File: config.mk
export PLATFORM = sky130hd
export DESIGN_NAME = led_digit_plane_blink_control
export DESIGN_NICKNAME = d
export VERILOG_FILES = /design/src/verilog/led_blink_pkg.sv /design/src/verilog/led_digit_plane_blink_control.sv
export SDC_FILE = /design/constraint.sdc
export NUM_CORES = 1
export LEC_CHECK = 0
export BUFFER_PORTS_ARGS = -buffer_cell sky130_fd_sc_hd__buf_2
export CORE_MARGIN = 3
export CORE_UTILIZATION = 56
export CTS_CLUSTER_DIAMETER = 100
export DETAILED_ROUTE_END_ITERATION = 10
export HOLD_SLACK_MARGIN = 0.03
export PLACE_DENSITY = 0.76
export SLEW_MARGIN = 20
export SYNTH_ARGS = -nofsm -noshare
export SYNTH_HDL_FRONTEND = slang
export SYNTH_SLANG_ARGS = --single-unit
File: constraint.sdc
create_clock -name MCLK -period 2.8 [get_ports MCLK]
set_clock_uncertainty 0.1 [all_clocks]
set_input_delay 0.56 -clock MCLK [delete_from_list [all_inputs] [get_ports MCLK]]
set_output_delay 0.56 -clock MCLK [all_outputs]
set_load 0.05 [all_outputs]
File: src/verilog/led_blink_pkg.sv
// constants, types and field layout of the led digit plane blink controller
// How it works
// - two planes of eight digit bytes, written by serial frames while scanning reads
// - each digit owns a primary byte and an alternate byte, two bits per segment
// - one write targets primary plane, alternate plane, or both with same data
// - configuration at 0x04: clear D5, sync D4, blink enable D3, rate D2, run D0
// - run bit zero means shutdown, one means normal operation
// - rate zero blinks 1s on 1s off, one blinks 0.5s, at 4MHz multiplex clock
// - blink enable bit zero disables blinking, one enables it
// - sync bit set clears blink timing counters when chip select rises
// - clear bit set clears both digit planes when chip select rises
// - display test at 0x07: D0 one selects test mode, other bits ignored
// - scan limit at 0x03: D2-D0 give N, digits 0 to N are scanned
// - blink disabled shows primary plane only
// - blink enabled shows primary and alternate plane on alternate blink phases
// - once enabled, plane alternation continues with no further commands
// - blink period comes from multiplex clock and rate bit, one rate for all
// - test mode lights all leds, eight digits, 7/16 duty, registers untouched
// - sync also clears the divider chain and restarts the multiplex sequence
package led_blink_pkg;

   // command address codes
   localparam logic [7:0] ADDR_SCAN_LIMIT = 8'h03;
   localparam logic [7:0] ADDR_CONFIG     = 8'h04;
   localparam logic [7:0] ADDR_TEST       = 8'h07;

   // digit address layout: bit 5 primary, bit 6 alternate, 2:0 digit
   localparam int DIG_PRIMARY_BIT = 5;
   localparam int DIG_ALT_BIT     = 6;

   // configuration field positions
   localparam int CFG_CLEAR_BIT = 5;
   localparam int CFG_SYNC_BIT  = 4;
   localparam int CFG_BLINK_BIT = 3;
   localparam int CFG_FAST_BIT  = 2;
   localparam int CFG_RUN_BIT   = 0;
   localparam int TEST_BIT      = 0;

   // reset values
   localparam logic [2:0] SCAN_LIMIT_RST = 3'h4;
   localparam logic       TEST_RST       = 1'b0;
   localparam logic [7:0] DIGIT_RST      = 8'h00;

   // serial frame length in bits
   localparam logic [4:0] FRAME_BITS = 5'h10;

   // timing, counted in multiplex clock rising edges
   localparam int OSC_HZ        = 4000000;
   localparam int BLINK_SLOW_MS = 1000;
   localparam int BLINK_SLOW_TICKS_DEF = OSC_HZ / 1000 * BLINK_SLOW_MS;
   localparam int DIGIT_SLOT_US = 200;
   localparam int DIGIT_TICKS   = OSC_HZ / 1000000 * DIGIT_SLOT_US;
   localparam int TEST_ON_TICKS   = DIGIT_TICKS * 7 / 16;
   localparam int NORMAL_ON_TICKS = DIGIT_TICKS * 15 / 16;

   typedef struct packed {
      logic clear_data;
      logic sync;
      logic blink_en;
      logic fast;
      logic run;
   } cfg_t;

   localparam cfg_t CFG_RST = '0;

   typedef struct packed {
      logic [7:0] addr;
      logic [7:0] data;
   } frame_t;

   typedef logic [7:0][7:0] plane_t;

endpackage

File: src/verilog/led_digit_plane_blink_control.sv
// led digit plane storage, serial command port, multiplex scan and blink
`timescale 1ns/10ps
module led_digit_plane_blink_control #(
   parameter int BLINK_SLOW_TICKS = led_blink_pkg::BLINK_SLOW_TICKS_DEF
) (
   // clock and reset
   input  wire logic       MCLK,
   input  wire logic       SYS_RST,
   // serial command port
   input  wire logic       CS_N,
   input  wire logic       SCLK,
   input  wire logic       DIN,
   // multiplex clock
   input  wire logic       MUX_CLK_IN,
   // led drive
   output logic [7:0]      SEG_OUT,
   output logic [7:0]      DIGIT_OUT,
   // state
   output logic            BLINK_PHASE,
   output logic [2:0]      SCAN_DIGIT
);
   import led_blink_pkg::*;

   logic                   cs_n_q_r;
   logic                   sclk_q_r;
   logic                   osc_q_r;
   logic                   sclk_rise;
   logic                   cs_rise;
   logic                   osc_tick;

   led_blink_pkg::frame_t  frame_r;
   logic [4:0]             bits_r;
   logic                   commit;
   logic                   cfg_wr;
   logic                   digit_wr;
   logic                   sync_cmd;
   logic                   clear_cmd;

   logic [2:0]             scan_limit_r;
   led_blink_pkg::cfg_t    cfg_r;
   logic                   test_r;
   led_blink_pkg::plane_t  primary_plane_r;
   led_blink_pkg::plane_t  alternate_plane_r;

   logic [9:0]             slot_cnt_r;
   logic [2:0]             idx_r;
   logic [21:0]            blink_cnt_r;
   logic                   phase_r;
   logic                   slot_end;
   logic [2:0]             last_digit;
   logic [21:0]            blink_last;
   logic                   blink_wrap;
   logic [7:0]             shown_data;

   // edge detection of the pins, all synchronous to MCLK
   always_ff @(posedge MCLK) begin
      if (SYS_RST) begin
         cs_n_q_r <= 1'b1;
         sclk_q_r <= 1'b0;
         osc_q_r  <= 1'b0;
      end else begin
         cs_n_q_r <= CS_N;
         sclk_q_r <= SCLK;
         osc_q_r  <= MUX_CLK_IN;
      end
   end

   assign sclk_rise = SCLK & ~sclk_q_r & ~CS_N;
   assign cs_rise   = CS_N & ~cs_n_q_r;
   assign osc_tick  = MUX_CLK_IN & ~osc_q_r;

   // shift in msb first; the last sixteen bits of a frame count
   always_ff @(posedge MCLK) begin
      if (SYS_RST) begin
         frame_r <= '0;
         bits_r  <= 5'h00;
      end else if (cs_rise) begin
         bits_r <= 5'h00;
      end else if (sclk_rise) begin
         frame_r <= {frame_r[14:0], DIN};
         if (bits_r != FRAME_BITS) begin
            bits_r <= bits_r + 5'h01;
         end
      end
   end

   // command acts when chip select rises after a full frame
   assign commit    = cs_rise && (bits_r == FRAME_BITS);
   assign cfg_wr    = commit && (frame_r.addr == ADDR_CONFIG);
   assign digit_wr  = commit && !frame_r.addr[7] && (frame_r.addr[4:3] == 2'h0);
   assign sync_cmd  = cfg_wr && frame_r.data[CFG_SYNC_BIT];
   assign clear_cmd = cfg_wr && frame_r.data[CFG_CLEAR_BIT];

   // control registers
   always_ff @(posedge MCLK) begin
      if (SYS_RST) begin
         scan_limit_r <= SCAN_LIMIT_RST;
      end else if (commit && frame_r.addr == ADDR_SCAN_LIMIT) begin
         scan_limit_r <= frame_r.data[2:0];
      end
   end

   always_ff @(posedge MCLK) begin
      if (SYS_RST) begin
         cfg_r <= CFG_RST;
      end else if (cfg_wr) begin
         cfg_r.clear_data <= frame_r.data[CFG_CLEAR_BIT];
         cfg_r.sync       <= frame_r.data[CFG_SYNC_BIT];
         cfg_r.blink_en   <= frame_r.data[CFG_BLINK_BIT];
         cfg_r.fast       <= frame_r.data[CFG_FAST_BIT];
         cfg_r.run        <= frame_r.data[CFG_RUN_BIT];
      end
   end

   always_ff @(posedge MCLK) begin
      if (SYS_RST) begin
         test_r <= TEST_RST;
      end else if (commit && frame_r.addr == ADDR_TEST) begin
         test_r <= frame_r.data[TEST_BIT];
      end
   end

   // two digit planes; writes never stall the scan reads
   generate
      for (genvar g = 0; g < 8; g++) begin : g_digit
         always_ff @(posedge MCLK) begin
            if (SYS_RST || clear_cmd) begin
               primary_plane_r[g]   <= DIGIT_RST;
               alternate_plane_r[g] <= DIGIT_RST;
            end else if (digit_wr && frame_r.addr[2:0] == 3'(g)) begin
               if (frame_r.addr[DIG_PRIMARY_BIT]) begin
                  primary_plane_r[g] <= frame_r.data;
               end
               if (frame_r.addr[DIG_ALT_BIT]) begin
                  alternate_plane_r[g] <= frame_r.data;
               end
            end
         end
      end
   endgenerate

   // multiplex scan: test mode always scans eight digits
   assign slot_end   = osc_tick && (slot_cnt_r == 10'(DIGIT_TICKS - 1));
   assign last_digit = test_r ? 3'h7 : scan_limit_r;

   always_ff @(posedge MCLK) begin
      if (SYS_RST || sync_cmd) begin
         slot_cnt_r <= 10'h000;
         idx_r      <= 3'h0;
      end else if (slot_end) begin
         slot_cnt_r <= 10'h000;
         if (idx_r >= last_digit) begin
            idx_r <= 3'h0;
         end else begin
            idx_r <= idx_r + 3'h1;
         end
      end else if (osc_tick) begin
         slot_cnt_r <= slot_cnt_r + 10'h001;
      end
   end

   // blink divider runs free from the multiplex clock
   assign blink_last = cfg_r.fast ? 22'(BLINK_SLOW_TICKS / 2 - 1)
                                  : 22'(BLINK_SLOW_TICKS - 1);
   assign blink_wrap = osc_tick && (blink_cnt_r >= blink_last);

   always_ff @(posedge MCLK) begin
      if (SYS_RST || sync_cmd) begin
         blink_cnt_r <= 22'h000000;
         phase_r     <= 1'b0;
      end else if (blink_wrap) begin
         blink_cnt_r <= 22'h000000;
         phase_r     <= ~phase_r;
      end else if (osc_tick) begin
         blink_cnt_r <= blink_cnt_r + 22'h000001;
      end
   end

   // plane choice: alternate only on the second blink phase
   assign shown_data = (cfg_r.blink_en && phase_r) ? alternate_plane_r[idx_r]
                                                   : primary_plane_r[idx_r];

   // led drive; test overrides shutdown, registers stay untouched
   always_ff @(posedge MCLK) begin
      if (SYS_RST) begin
         SEG_OUT   <= 8'h00;
         DIGIT_OUT <= 8'h00;
      end else if (test_r) begin
         if (slot_cnt_r < 10'(TEST_ON_TICKS)) begin
            SEG_OUT   <= 8'hff;
            DIGIT_OUT <= 8'h01 << idx_r;
         end else begin
            SEG_OUT   <= 8'h00;
            DIGIT_OUT <= 8'h00;
         end
      end else if (!cfg_r.run) begin
         SEG_OUT   <= 8'h00;
         DIGIT_OUT <= 8'h00;
      end else if (slot_cnt_r < 10'(NORMAL_ON_TICKS)) begin
         SEG_OUT   <= shown_data;
         DIGIT_OUT <= 8'h01 << idx_r;
      end else begin
         SEG_OUT   <= 8'h00;
         DIGIT_OUT <= 8'h00;
      end
   end

   assign BLINK_PHASE = phase_r;
   assign SCAN_DIGIT  = idx_r;

   // checks
   a_shutdown_blanks: assert property (@(posedge MCLK) disable iff (SYS_RST)
      $past(!cfg_r.run && !test_r) |-> (SEG_OUT == 8'h00 && DIGIT_OUT == 8'h00))
      else $error("shutdown did not blank the display");

   a_test_all_on: assert property (@(posedge MCLK) disable iff (SYS_RST)
      $past(test_r && slot_cnt_r < 10'(TEST_ON_TICKS)) |-> SEG_OUT == 8'hff)
      else $error("display test did not light all segments");

   a_test_duty_off: assert property (@(posedge MCLK) disable iff (SYS_RST)
      $past(test_r && slot_cnt_r >= 10'(TEST_ON_TICKS)) |-> SEG_OUT == 8'h00)
      else $error("display test exceeded its duty");

   a_blink_off_primary: assert property (@(posedge MCLK)
      disable iff (SYS_RST)
      $past(cfg_r.run && !test_r && !cfg_r.blink_en
            && slot_cnt_r < 10'(NORMAL_ON_TICKS))
      |-> SEG_OUT == $past(primary_plane_r[idx_r]))
      else $error("primary plane not shown with blink off");

   a_blink_alt_phase: assert property (@(posedge MCLK) disable iff (SYS_RST)
      $past(cfg_r.run && !test_r && cfg_r.blink_en && phase_r
            && slot_cnt_r < 10'(NORMAL_ON_TICKS))
      |-> SEG_OUT == $past(alternate_plane_r[idx_r]))
      else $error("alternate plane not shown on blink phase");

   a_phase_toggle: assert property (@(posedge MCLK) disable iff (SYS_RST)
      $changed(phase_r) |-> ($past(blink_wrap) || $past(sync_cmd)))
      else $error("blink phase moved without divider wrap");

   a_sync_clears: assert property (@(posedge MCLK) disable iff (SYS_RST)
      sync_cmd |=> (blink_cnt_r == 22'h000000 && slot_cnt_r == 10'h000
                    && idx_r == 3'h0 && !phase_r))
      else $error("sync did not clear the timing chain");

   a_clear_planes: assert property (@(posedge MCLK) disable iff (SYS_RST)
      clear_cmd |=> (primary_plane_r == '0 && alternate_plane_r == '0))
      else $error("clear did not empty both planes");

   a_alt_only_write: assert property (@(posedge MCLK) disable iff (SYS_RST)
      (digit_wr && frame_r.addr[6:5] == 2'h2)
      |=> (alternate_plane_r[$past(frame_r.addr[2:0])] == $past(frame_r.data)
           && primary_plane_r == $past(primary_plane_r)))
      else $error("alternate plane write went wrong");

   a_scan_wrap: assert property (@(posedge MCLK) disable iff (SYS_RST)
      (slot_end && !test_r && !sync_cmd && idx_r >= scan_limit_r)
      |=> idx_r == 3'h0)
      else $error("scan passed the scan limit");

   a_test_eight: assert property (@(posedge MCLK) disable iff (SYS_RST)
      (slot_end && test_r && !sync_cmd && idx_r == 3'h6) |=> idx_r == 3'h7)
      else $error("test mode did not scan eight digits");

   a_limit_write: assert property (@(posedge MCLK) disable iff (SYS_RST)
      (commit && frame_r.addr == ADDR_SCAN_LIMIT)
      |=> scan_limit_r == $past(frame_r.data[2:0]))
      else $error("scan limit not taken from frame");

   // outputs come out of reset blanked, timing chain at its start
   a_reset_blank: assert property (@(posedge MCLK)
      $past(SYS_RST) |-> (SEG_OUT == 8'h00 && DIGIT_OUT == 8'h00
                          && !phase_r && idx_r == 3'h0))
      else $error("outputs not blank after reset");

   a_digit_onehot: assert property (@(posedge MCLK)
      disable iff (SYS_RST)
      (DIGIT_OUT == 8'h00 || $onehot(DIGIT_OUT)))
      else $error("more than one digit selected");

   a_digit_select: assert property (@(posedge MCLK)
      disable iff (SYS_RST)
      $past(cfg_r.run && !test_r && slot_cnt_r < 10'(NORMAL_ON_TICKS))
      |-> DIGIT_OUT == (8'h01 << $past(idx_r)))
      else $error("lit digit does not match scan index");

   a_slot_gap: assert property (@(posedge MCLK)
      disable iff (SYS_RST)
      $past(!test_r && slot_cnt_r >= 10'(NORMAL_ON_TICKS))
      |-> (SEG_OUT == 8'h00 && DIGIT_OUT == 8'h00))
      else $error("digit not blanked at end of slot");

   a_blink_primary_phase: assert property (@(posedge MCLK)
      disable iff (SYS_RST)
      $past(cfg_r.run && !test_r && cfg_r.blink_en && !phase_r
            && slot_cnt_r < 10'(NORMAL_ON_TICKS))
      |-> SEG_OUT == $past(primary_plane_r[idx_r]))
      else $error("primary plane not shown on first phase");

   a_test_digit: assert property (@(posedge MCLK)
      disable iff (SYS_RST)
      $past(test_r && slot_cnt_r < 10'(TEST_ON_TICKS))
      |-> DIGIT_OUT == (8'h01 << $past(idx_r)))
      else $error("display test selected the wrong digit");

   a_primary_only_write: assert property (@(posedge MCLK)
      disable iff (SYS_RST)
      (digit_wr && frame_r.addr[6:5] == 2'h1)
      |=> (primary_plane_r[$past(frame_r.addr[2:0])] == $past(frame_r.data)
           && alternate_plane_r == $past(alternate_plane_r)))
      else $error("primary plane write went wrong");

   a_both_write: assert property (@(posedge MCLK)
      disable iff (SYS_RST)
      (digit_wr && frame_r.addr[6:5] == 2'h3)
      |=> (primary_plane_r[$past(frame_r.addr[2:0])] == $past(frame_r.data)
           && alternate_plane_r[$past(frame_r.addr[2:0])]
              == $past(frame_r.data)))
      else $error("dual plane write went wrong");

   a_planes_hold: assert property (@(posedge MCLK)
      disable iff (SYS_RST)
      (!digit_wr && !clear_cmd)
      |=> (primary_plane_r == $past(primary_plane_r)
           && alternate_plane_r == $past(alternate_plane_r)))
      else $error("digit planes changed without a write");

   a_cfg_capture: assert property (@(posedge MCLK)
      disable iff (SYS_RST)
      cfg_wr
      |=> (cfg_r.run == $past(frame_r.data[CFG_RUN_BIT])
           && cfg_r.fast == $past(frame_r.data[CFG_FAST_BIT])
           && cfg_r.blink_en == $past(frame_r.data[CFG_BLINK_BIT])))
      else $error("configuration fields not taken from frame");

   a_test_capture: assert property (@(posedge MCLK)
      disable iff (SYS_RST)
      (commit && frame_r.addr == ADDR_TEST)
      |=> test_r == $past(frame_r.data[TEST_BIT]))
      else $error("display test bit not taken from frame");

   // a frame cut short must leave the scan limit, configuration and test registers alone
   a_short_frame: assert property (@(posedge MCLK)
      disable iff (SYS_RST)
      (cs_rise && bits_r != FRAME_BITS)
      |=> (scan_limit_r == $past(scan_limit_r) && cfg_r == $past(cfg_r)
           && test_r == $past(test_r)))
      else $error("short frame changed a register");

   a_slot_bound: assert property (@(posedge MCLK)
      disable iff (SYS_RST)
      slot_cnt_r < 10'(DIGIT_TICKS))
      else $error("slot counter ran past the slot");

   a_blink_bound: assert property (@(posedge MCLK)
      disable iff (SYS_RST)
      blink_cnt_r <= 22'(BLINK_SLOW_TICKS - 1))
      else $error("blink counter ran past the slow period");

   a_phase_steady: assert property (@(posedge MCLK)
      disable iff (SYS_RST)
      (!blink_wrap && !sync_cmd) |=> phase_r == $past(phase_r))
      else $error("blink phase moved on its own");

endmodule

==> results of run 1 <==
[state kept, by name, summed over array words and instances (netlist names)]
| signal | count |
|---|---|
| DIGIT_OUT | 8 |
| BLINK_PHASE | 1 |
| SEG_OUT | 8 |
| slot_cnt_r | 10 |
| cfg_r | 3 |
| cs_n_q_r | 1 |
| SCAN_DIGIT | 3 |
| bits_r | 5 |
| sclk_q_r | 1 |
| frame_r | 16 |
| test_r | 1 |
| primary_plane_r | 64 |
| scan_limit_r | 3 |
| blink_cnt_r | 22 |
| alternate_plane_r | 64 |
| osc_q_r | 1 |
[logic make-up (layout without fill, tap and decap cells)]
group	count (synthesis)	after routing	share of synthesized area (%)
and+or+nand+nor	494	494	24.0
DFF	211	211	45.4
AOI/OAI and AO/OA	191	191	11.6
buffers and inverters	77	116	3.97
muxes	47	47	9.36
xor gates and xnor gates	32	32	3.01
adders and majority gates	20	20	2.69
[metal layers]
layer  track usage [%]  share of wire, %  vias to the layer above
met4              7.35               2.2                        0
met1              35.1                44                     3668
li1                  -                 -                     3702
met3              3.76               6.9                       47
met5                 0                 0                        -
met2              40.6                47                      278
[worst register-to-register path: cells and delay by family (launching register included)]
| family | cells | cell delay, ns |
|---|---|---|
| adders and majority gates | 1 | 0.30 |
| DFF | 1 | 0.45 |
| AOI/OAI and AO/OA | 3 | 1.04 |
| buffers and inverters | 1 | 0.19 |
| and+or+nand+nor | 2 | 0.27 |
[layout make-up]
class | instances | area (um2)
sequential | 211 | 4230
clock inverter | 7 | 85.1
inverter | 14 | 52.6
clock buffer | 32 | 659
multi-input combinational | 784 | 4720
tap | 216 | 270
timing repair buffer | 63 | 485
fill | 1278 | 5560
[placed cells by master, fill, tap and decap left out, types with 2 or more instances in the layout]
cell type  count
clkbuf_1       4
nor4b_1        6
nor4_2         5
nand3_1       19
nor4_1         6
mux4_2        32
ha_1          20
clkbuf_8       5
buf_12         6
dfxtp_1      210
o21ai_0        3
and3_1         6
a21oi_1      150
buf_2         25
inv_1         14
a21o_1        11
nand4_1       14
a22oi_1       17
xnor2_1       13
or2_2          4
xor2_1        19
and2_1         4
clkinv_2       5
nand2b_1      10
nor3_2         8
nand4b_1       2
nor3_1         4
nor2b_1        4
bufinv_16      2
or3_1          7
nor2_1        63
mux2i_1       15
nand2_1      321
nor3b_1        3
buf_4         32
clkbuf_16     23
[per-stage QoR]
step                util [%]  setup slack, ns  hold WS, ns  area, um2
finish                  65.4            0.377        0.198      10500
global route            65.4           0.0832        0.197      10500
CTS                     65.4            0.368        0.185      10500
detailed placement      60.7           0.0690        0.341       9750
global placement        60.7            0.139        0.335       9750
floorplan                  -            0.124        0.328       9300
[where the power goes]
part / switching (mW) / total, mW / internal (mW)
logic: 0.0767 / 0.113 / 0.0360
clock network: 1.16 / 2.98 / 1.81
registers: 0.0160 / 3.03 / 3.01
[worst paths after layout]
path                                             from                    end  slack (ns)  depth (start not counted)
worst max-delay path                         cfg_r[1]         blink_cnt_r[1]        0.38                          7
worst max register to register               cfg_r[1]         blink_cnt_r[1]        0.38                          7
worst min register to register  alternate_plane_r[48]  alternate_plane_r[48]        0.35                          2
worst min-delay path                              DIN             frame_r[0]        0.20                          3
==> summary.txt, run 1 <==
drt first-iter violations: 826
Port Buffer Count: 25
final worst path period need: 2.42 ns
post-route ant nets: 0
required time of the critical path: 3.13 ns
syn_area_per_cell: 8.68 um2
dpl hpwl: 14500 um
CTS max path bufs: 3
Critical Path Max Stage Delay: 0.49 ns
Primary FF master, synth: dfxtp_1
Post-synth EDFFs: 0
Gates resized, CTS repair: 0
Die X-Extent: 135 um
die height: 135 um
Synth Instances: 1072
RSZ-0062 raised after global routing: false
maxcap violations: 0
final number of hold-violating endpoints: 0
hold buffer count at cts: 0
# rows: 46
non-filler cells, final: 1327
via count: 7695
Commonest cells post-synth: 321 x nand2_1, 211 x dfxtp_1, 150 x a21oi_1, 63 x nor2_1, 39 x clkbuf_1
Slew @ Worst Pin: 0.950 ns
Total Nets Final: 1122
Tot Pwr: 6.12 mW
Max VDD drop: 0.000437 V
Setup Buffers After CTS: 0
synthesized cell area: 9300 um2
H-tree lvl count: 1
Initial Util: 57.9%
startpoint types: register
Root Driver: clkbuf_16
Worst setup EP type: register
Total GRT Usage: 25.1%
Clk Latency, worst-skew pair: 0.50 ns
post-synth top area share: 45.4%
dominant cell type by area after synthesis: dfxtp_1
DIE AREA: 18200 um2
worst hold path class: in -> reg
Slowest cell on crit path: a2111oi_0
worst path cell trace: ha_1, a2111oi_0, nand2_1, o211ai_1, nand3b_2, buf_12, a21oi_1
via density per instance: 5.80
worst path arrival time: 2.76 ns
Rel. slew slack: 36.6%
Yosys cell types: 49
Crit Path Class: reg -> reg
fin crit share: 86.5%
largest net degree at the start of global routing: 65
Ys Warns: 0
placed cells: 1288
sequential share of the synthesized area: 45.4%
synthesized flop and latch total: 211
CTS tree: built
Slew Limit Fails: 0
1st-pass router iterations: 5
worst path buffer plus inverter count: 1
first-pass GRT wire length: 37300 um
FMAX: 0.413 GHz
I/O pin count: 26
Clk pin slew, worst setup/hold paths: 0.06 ns
wire per inst: 17.1 um
core area: 16100 um2
synthesis-to-finish area growth: 12.9%
Setup Viol. Count Final: 0
Top delay family on crit path: compound AO/OA/AOI/OAI gates
power density cells: 582 nW/um2
total wire length: 22600 um
clock sink count: 211
initial antenna violation count: 0
status: complete, no violations
# diodes: 0
Syn Nets: 1098
FFs w/ async S/R, synth: 0%
layout cells sized above 1: 14.0%
# DRC: 0
Setup TNS: 0 ns
Area contributors post-synth: dfxtp_1 45%, nand2_1 13%, a21oi_1 8.1%
remaining global-route overflow: 0
routability cong.: 0.813
leak pwr: 3.66 nW
Critical Path Fanout Max: 22
vias in the first global route: 7277
CTS buffer count: 22
count leader, synth: nand2_1
(Power assumes the default switching activity.)
==> run 2: changes to the inputs <==
--- a/config.mk
+++ b/config.mk
@@ -6,12 +6,12 @@
 export NUM_CORES = 1
 export LEC_CHECK = 0
 export BUFFER_PORTS_ARGS = -buffer_cell sky130_fd_sc_hd__buf_2
-export CORE_MARGIN = 3
-export CORE_UTILIZATION = 56
+export CORE_MARGIN = 4
+export CORE_UTILIZATION = 45
 export CTS_CLUSTER_DIAMETER = 100
 export DETAILED_ROUTE_END_ITERATION = 10
 export HOLD_SLACK_MARGIN = 0.03
-export PLACE_DENSITY = 0.76
+export PLACE_DENSITY = 0.63
 export SLEW_MARGIN = 20
 export SYNTH_ARGS = -nofsm -noshare
 export SYNTH_HDL_FRONTEND = slang
==> summary.txt, run 2 (synthesis results as in run 1) <==
status: complete, no violations
first-pass GRT wire length: 38500 um (+3.3%)
Critical Path Max Stage Delay: 0.52 ns (+0.03 ns)
1st-pass router iterations: 5 (unchanged)
Rel. slew slack: 33.7% (-2.9 points)
initial antenna violation count: 1 (+1)
synthesis-to-finish area growth: 13.3%
Top delay family on crit path: simple AND/OR/NAND/NOR gates
worst path arrival time: 2.80 ns (+0.04 ns)
leak pwr: 3.64 nW (-0.50%)
post-route ant nets: 0 (unchanged)
maxcap violations: 0 (unchanged)
worst path cell trace: or4b_1, or3_1, buf_4, nor4_2, buf_4, nand2_1, a21oi_1
total wire length: 23600 um (+4.2%)
Port Buffer Count: 25 (unchanged)
Regs by FF count: alternate_plane_r: 64 flops, primary_plane_r: 64 flops, blink_cnt_r: 22 flops
# rows: 52 (+13%)
CTS tree: built
final worst path period need: 2.46 ns (+0.0358 ns)
startpoint types: register
I/O pin count: 26 (unchanged)
via count: 7548 (-1.9%)
Slowest cell on crit path: or4b_1
RSZ-0062 raised after global routing: false
FMAX: 0.407 GHz (-1.5%)
routability cong.: 0.789 (-2.9%)
worst path buffer plus inverter count: 2 (+1)
most frequent cells in the layout: 321 x nand2_1, 210 x dfxtp_1, 150 x a21oi_1, 63 x nor2_1, 34 x buf_4
Crit Path Class: reg -> reg
Die X-Extent: 152 um (+13%)
DIE AREA: 23000 um2 (+27%)
Fin Hold WS: 0.199 ns (+0.00151 ns)
Slew Limit Fails: 0 (unchanged)
Setup Viol. Count Final: 0 (unchanged)
Tot Pwr: 5.98 mW (-2.2%)
Initial Util: 45.8% (-12 points)
power density cells: 567 nW/um2 (-2.6%)
Critical Path Fanout Max: 12 (-45%)
Max VDD drop: 0.000533 V (+22%)
# DRC: 0 (unchanged)
Total Nets Final: 1125 (+0.27%)
H-tree lvl count: 1 (unchanged)
CTS buffer count: 23 (+4.5%)
Root Driver: clkbuf_16
fin crit share: 87.8% (+1.3 points)
layout cells sized above 1: 13.8% (-0.13 points)
post-route cell area: 10500 um2 (+0.37%)
die height: 152 um (+13%)
hold buffer count at cts: 0 (unchanged)
Worst setup EP type: register
Setup Buffers After CTS: 0 (unchanged)
CTS max path bufs: 3 (unchanged)
cell mode on critical path: buf_4
remaining global-route overflow: 0 (unchanged)
vias in the first global route: 7221 (-0.77%)
required time of the critical path: 3.14 ns (about the same)
clock sink count: 211 (unchanged)
Gates resized, CTS repair: 0 (unchanged)
worst hold path class: in -> reg
commonest non-fill, non-tap cell in the layout: nand2_1
core area: 20300 um2 (+26%)
wire per inst: 17.1 um (about the same)
final number of hold-violating endpoints: 0 (unchanged)
# diodes: 0 (unchanged)
Clk pin slew, worst setup/hold paths: 0.06 ns (about the same)
dpl cell area: 9840 um2 (+0.85%)
Slew @ Worst Pin: 0.992 ns (+0.0428 ns)
Total GRT Usage: 20.9% (-4.1 points)
dpl hpwl: 15300 um (+5.1%)
largest net degree at the start of global routing: 40 (-38%)
Clk Latency, worst-skew pair: 0.50 ns (about the same)
Setup TNS: 0 ns (unchanged)
via density per instance: 5.45 (-6.0%)
drt first-iter violations: 504 (-39%)
[run 2: through the flow]
stage / instances / util, % / setup WS [ns]
final: 1384 / 51.9 / 0.341
after global routing: 1384 / 51.9 / 0.154
after CTS: 1384 / 51.9 / 0.346
after detailed placement: 1344 / 48.5 / 0.0762
after global placement: 1344 / 48.5 / 0.109
after floorplan: 1072 / - / 0.124
[run 2: final timing paths]
check,from,end,slack [ns],depth (start not counted)
setup / recovery,frame_r[15],alternate_plane_r[19],0.34,7
hold / removal,DIN,frame_r[0],0.20,3
setup reg to reg,frame_r[15],alternate_plane_r[19],0.34,7
hold reg to reg,primary_plane_r[60],primary_plane_r[60],0.35,2
[run 2: worst reg2reg max path, stage by stage, from the launching register on]
cell and delay (ns):
dfxtp_1 0.32, or4b_1 0.52, or3_1 0.49, buf_4 0.28, nor4_2 0.22, buf_4 0.20
nand2_1 0.07, a21oi_1 0.19
[run 2: power by group]
group	switching, mW	internal, mW	total, mW
clock network	1.19	1.65	2.83
logic	0.0784	0.0385	0.117
registers	0.0167	3.01	3.03
total	1.28	4.70	5.98
[run 2: area by class of cell]
type | count | area [um2]
Sequential cell | 211 | 4230
Tap cell | 270 | 338
Clock inverter | 4 | 26.3
Multi-Input combinational cell | 784 | 4720
Inverter | 14 | 52.6
Clock buffer | 36 | 674
Timing Repair Buffer | 65 | 500
Fill cell | 1908 | 9760
[run 2: per-layer routing]
layer | vias to the layer above | track usage (%) | routed length (um)
met5 | - | 0 | 13
met1 | 3615 | 29.9 | 10900
li1 | 3712 | - | -
met3 | 41 | 3.24 | 1300
met2 | 178 | 33.4 | 11000
met4 | 2 | 5.08 | 444
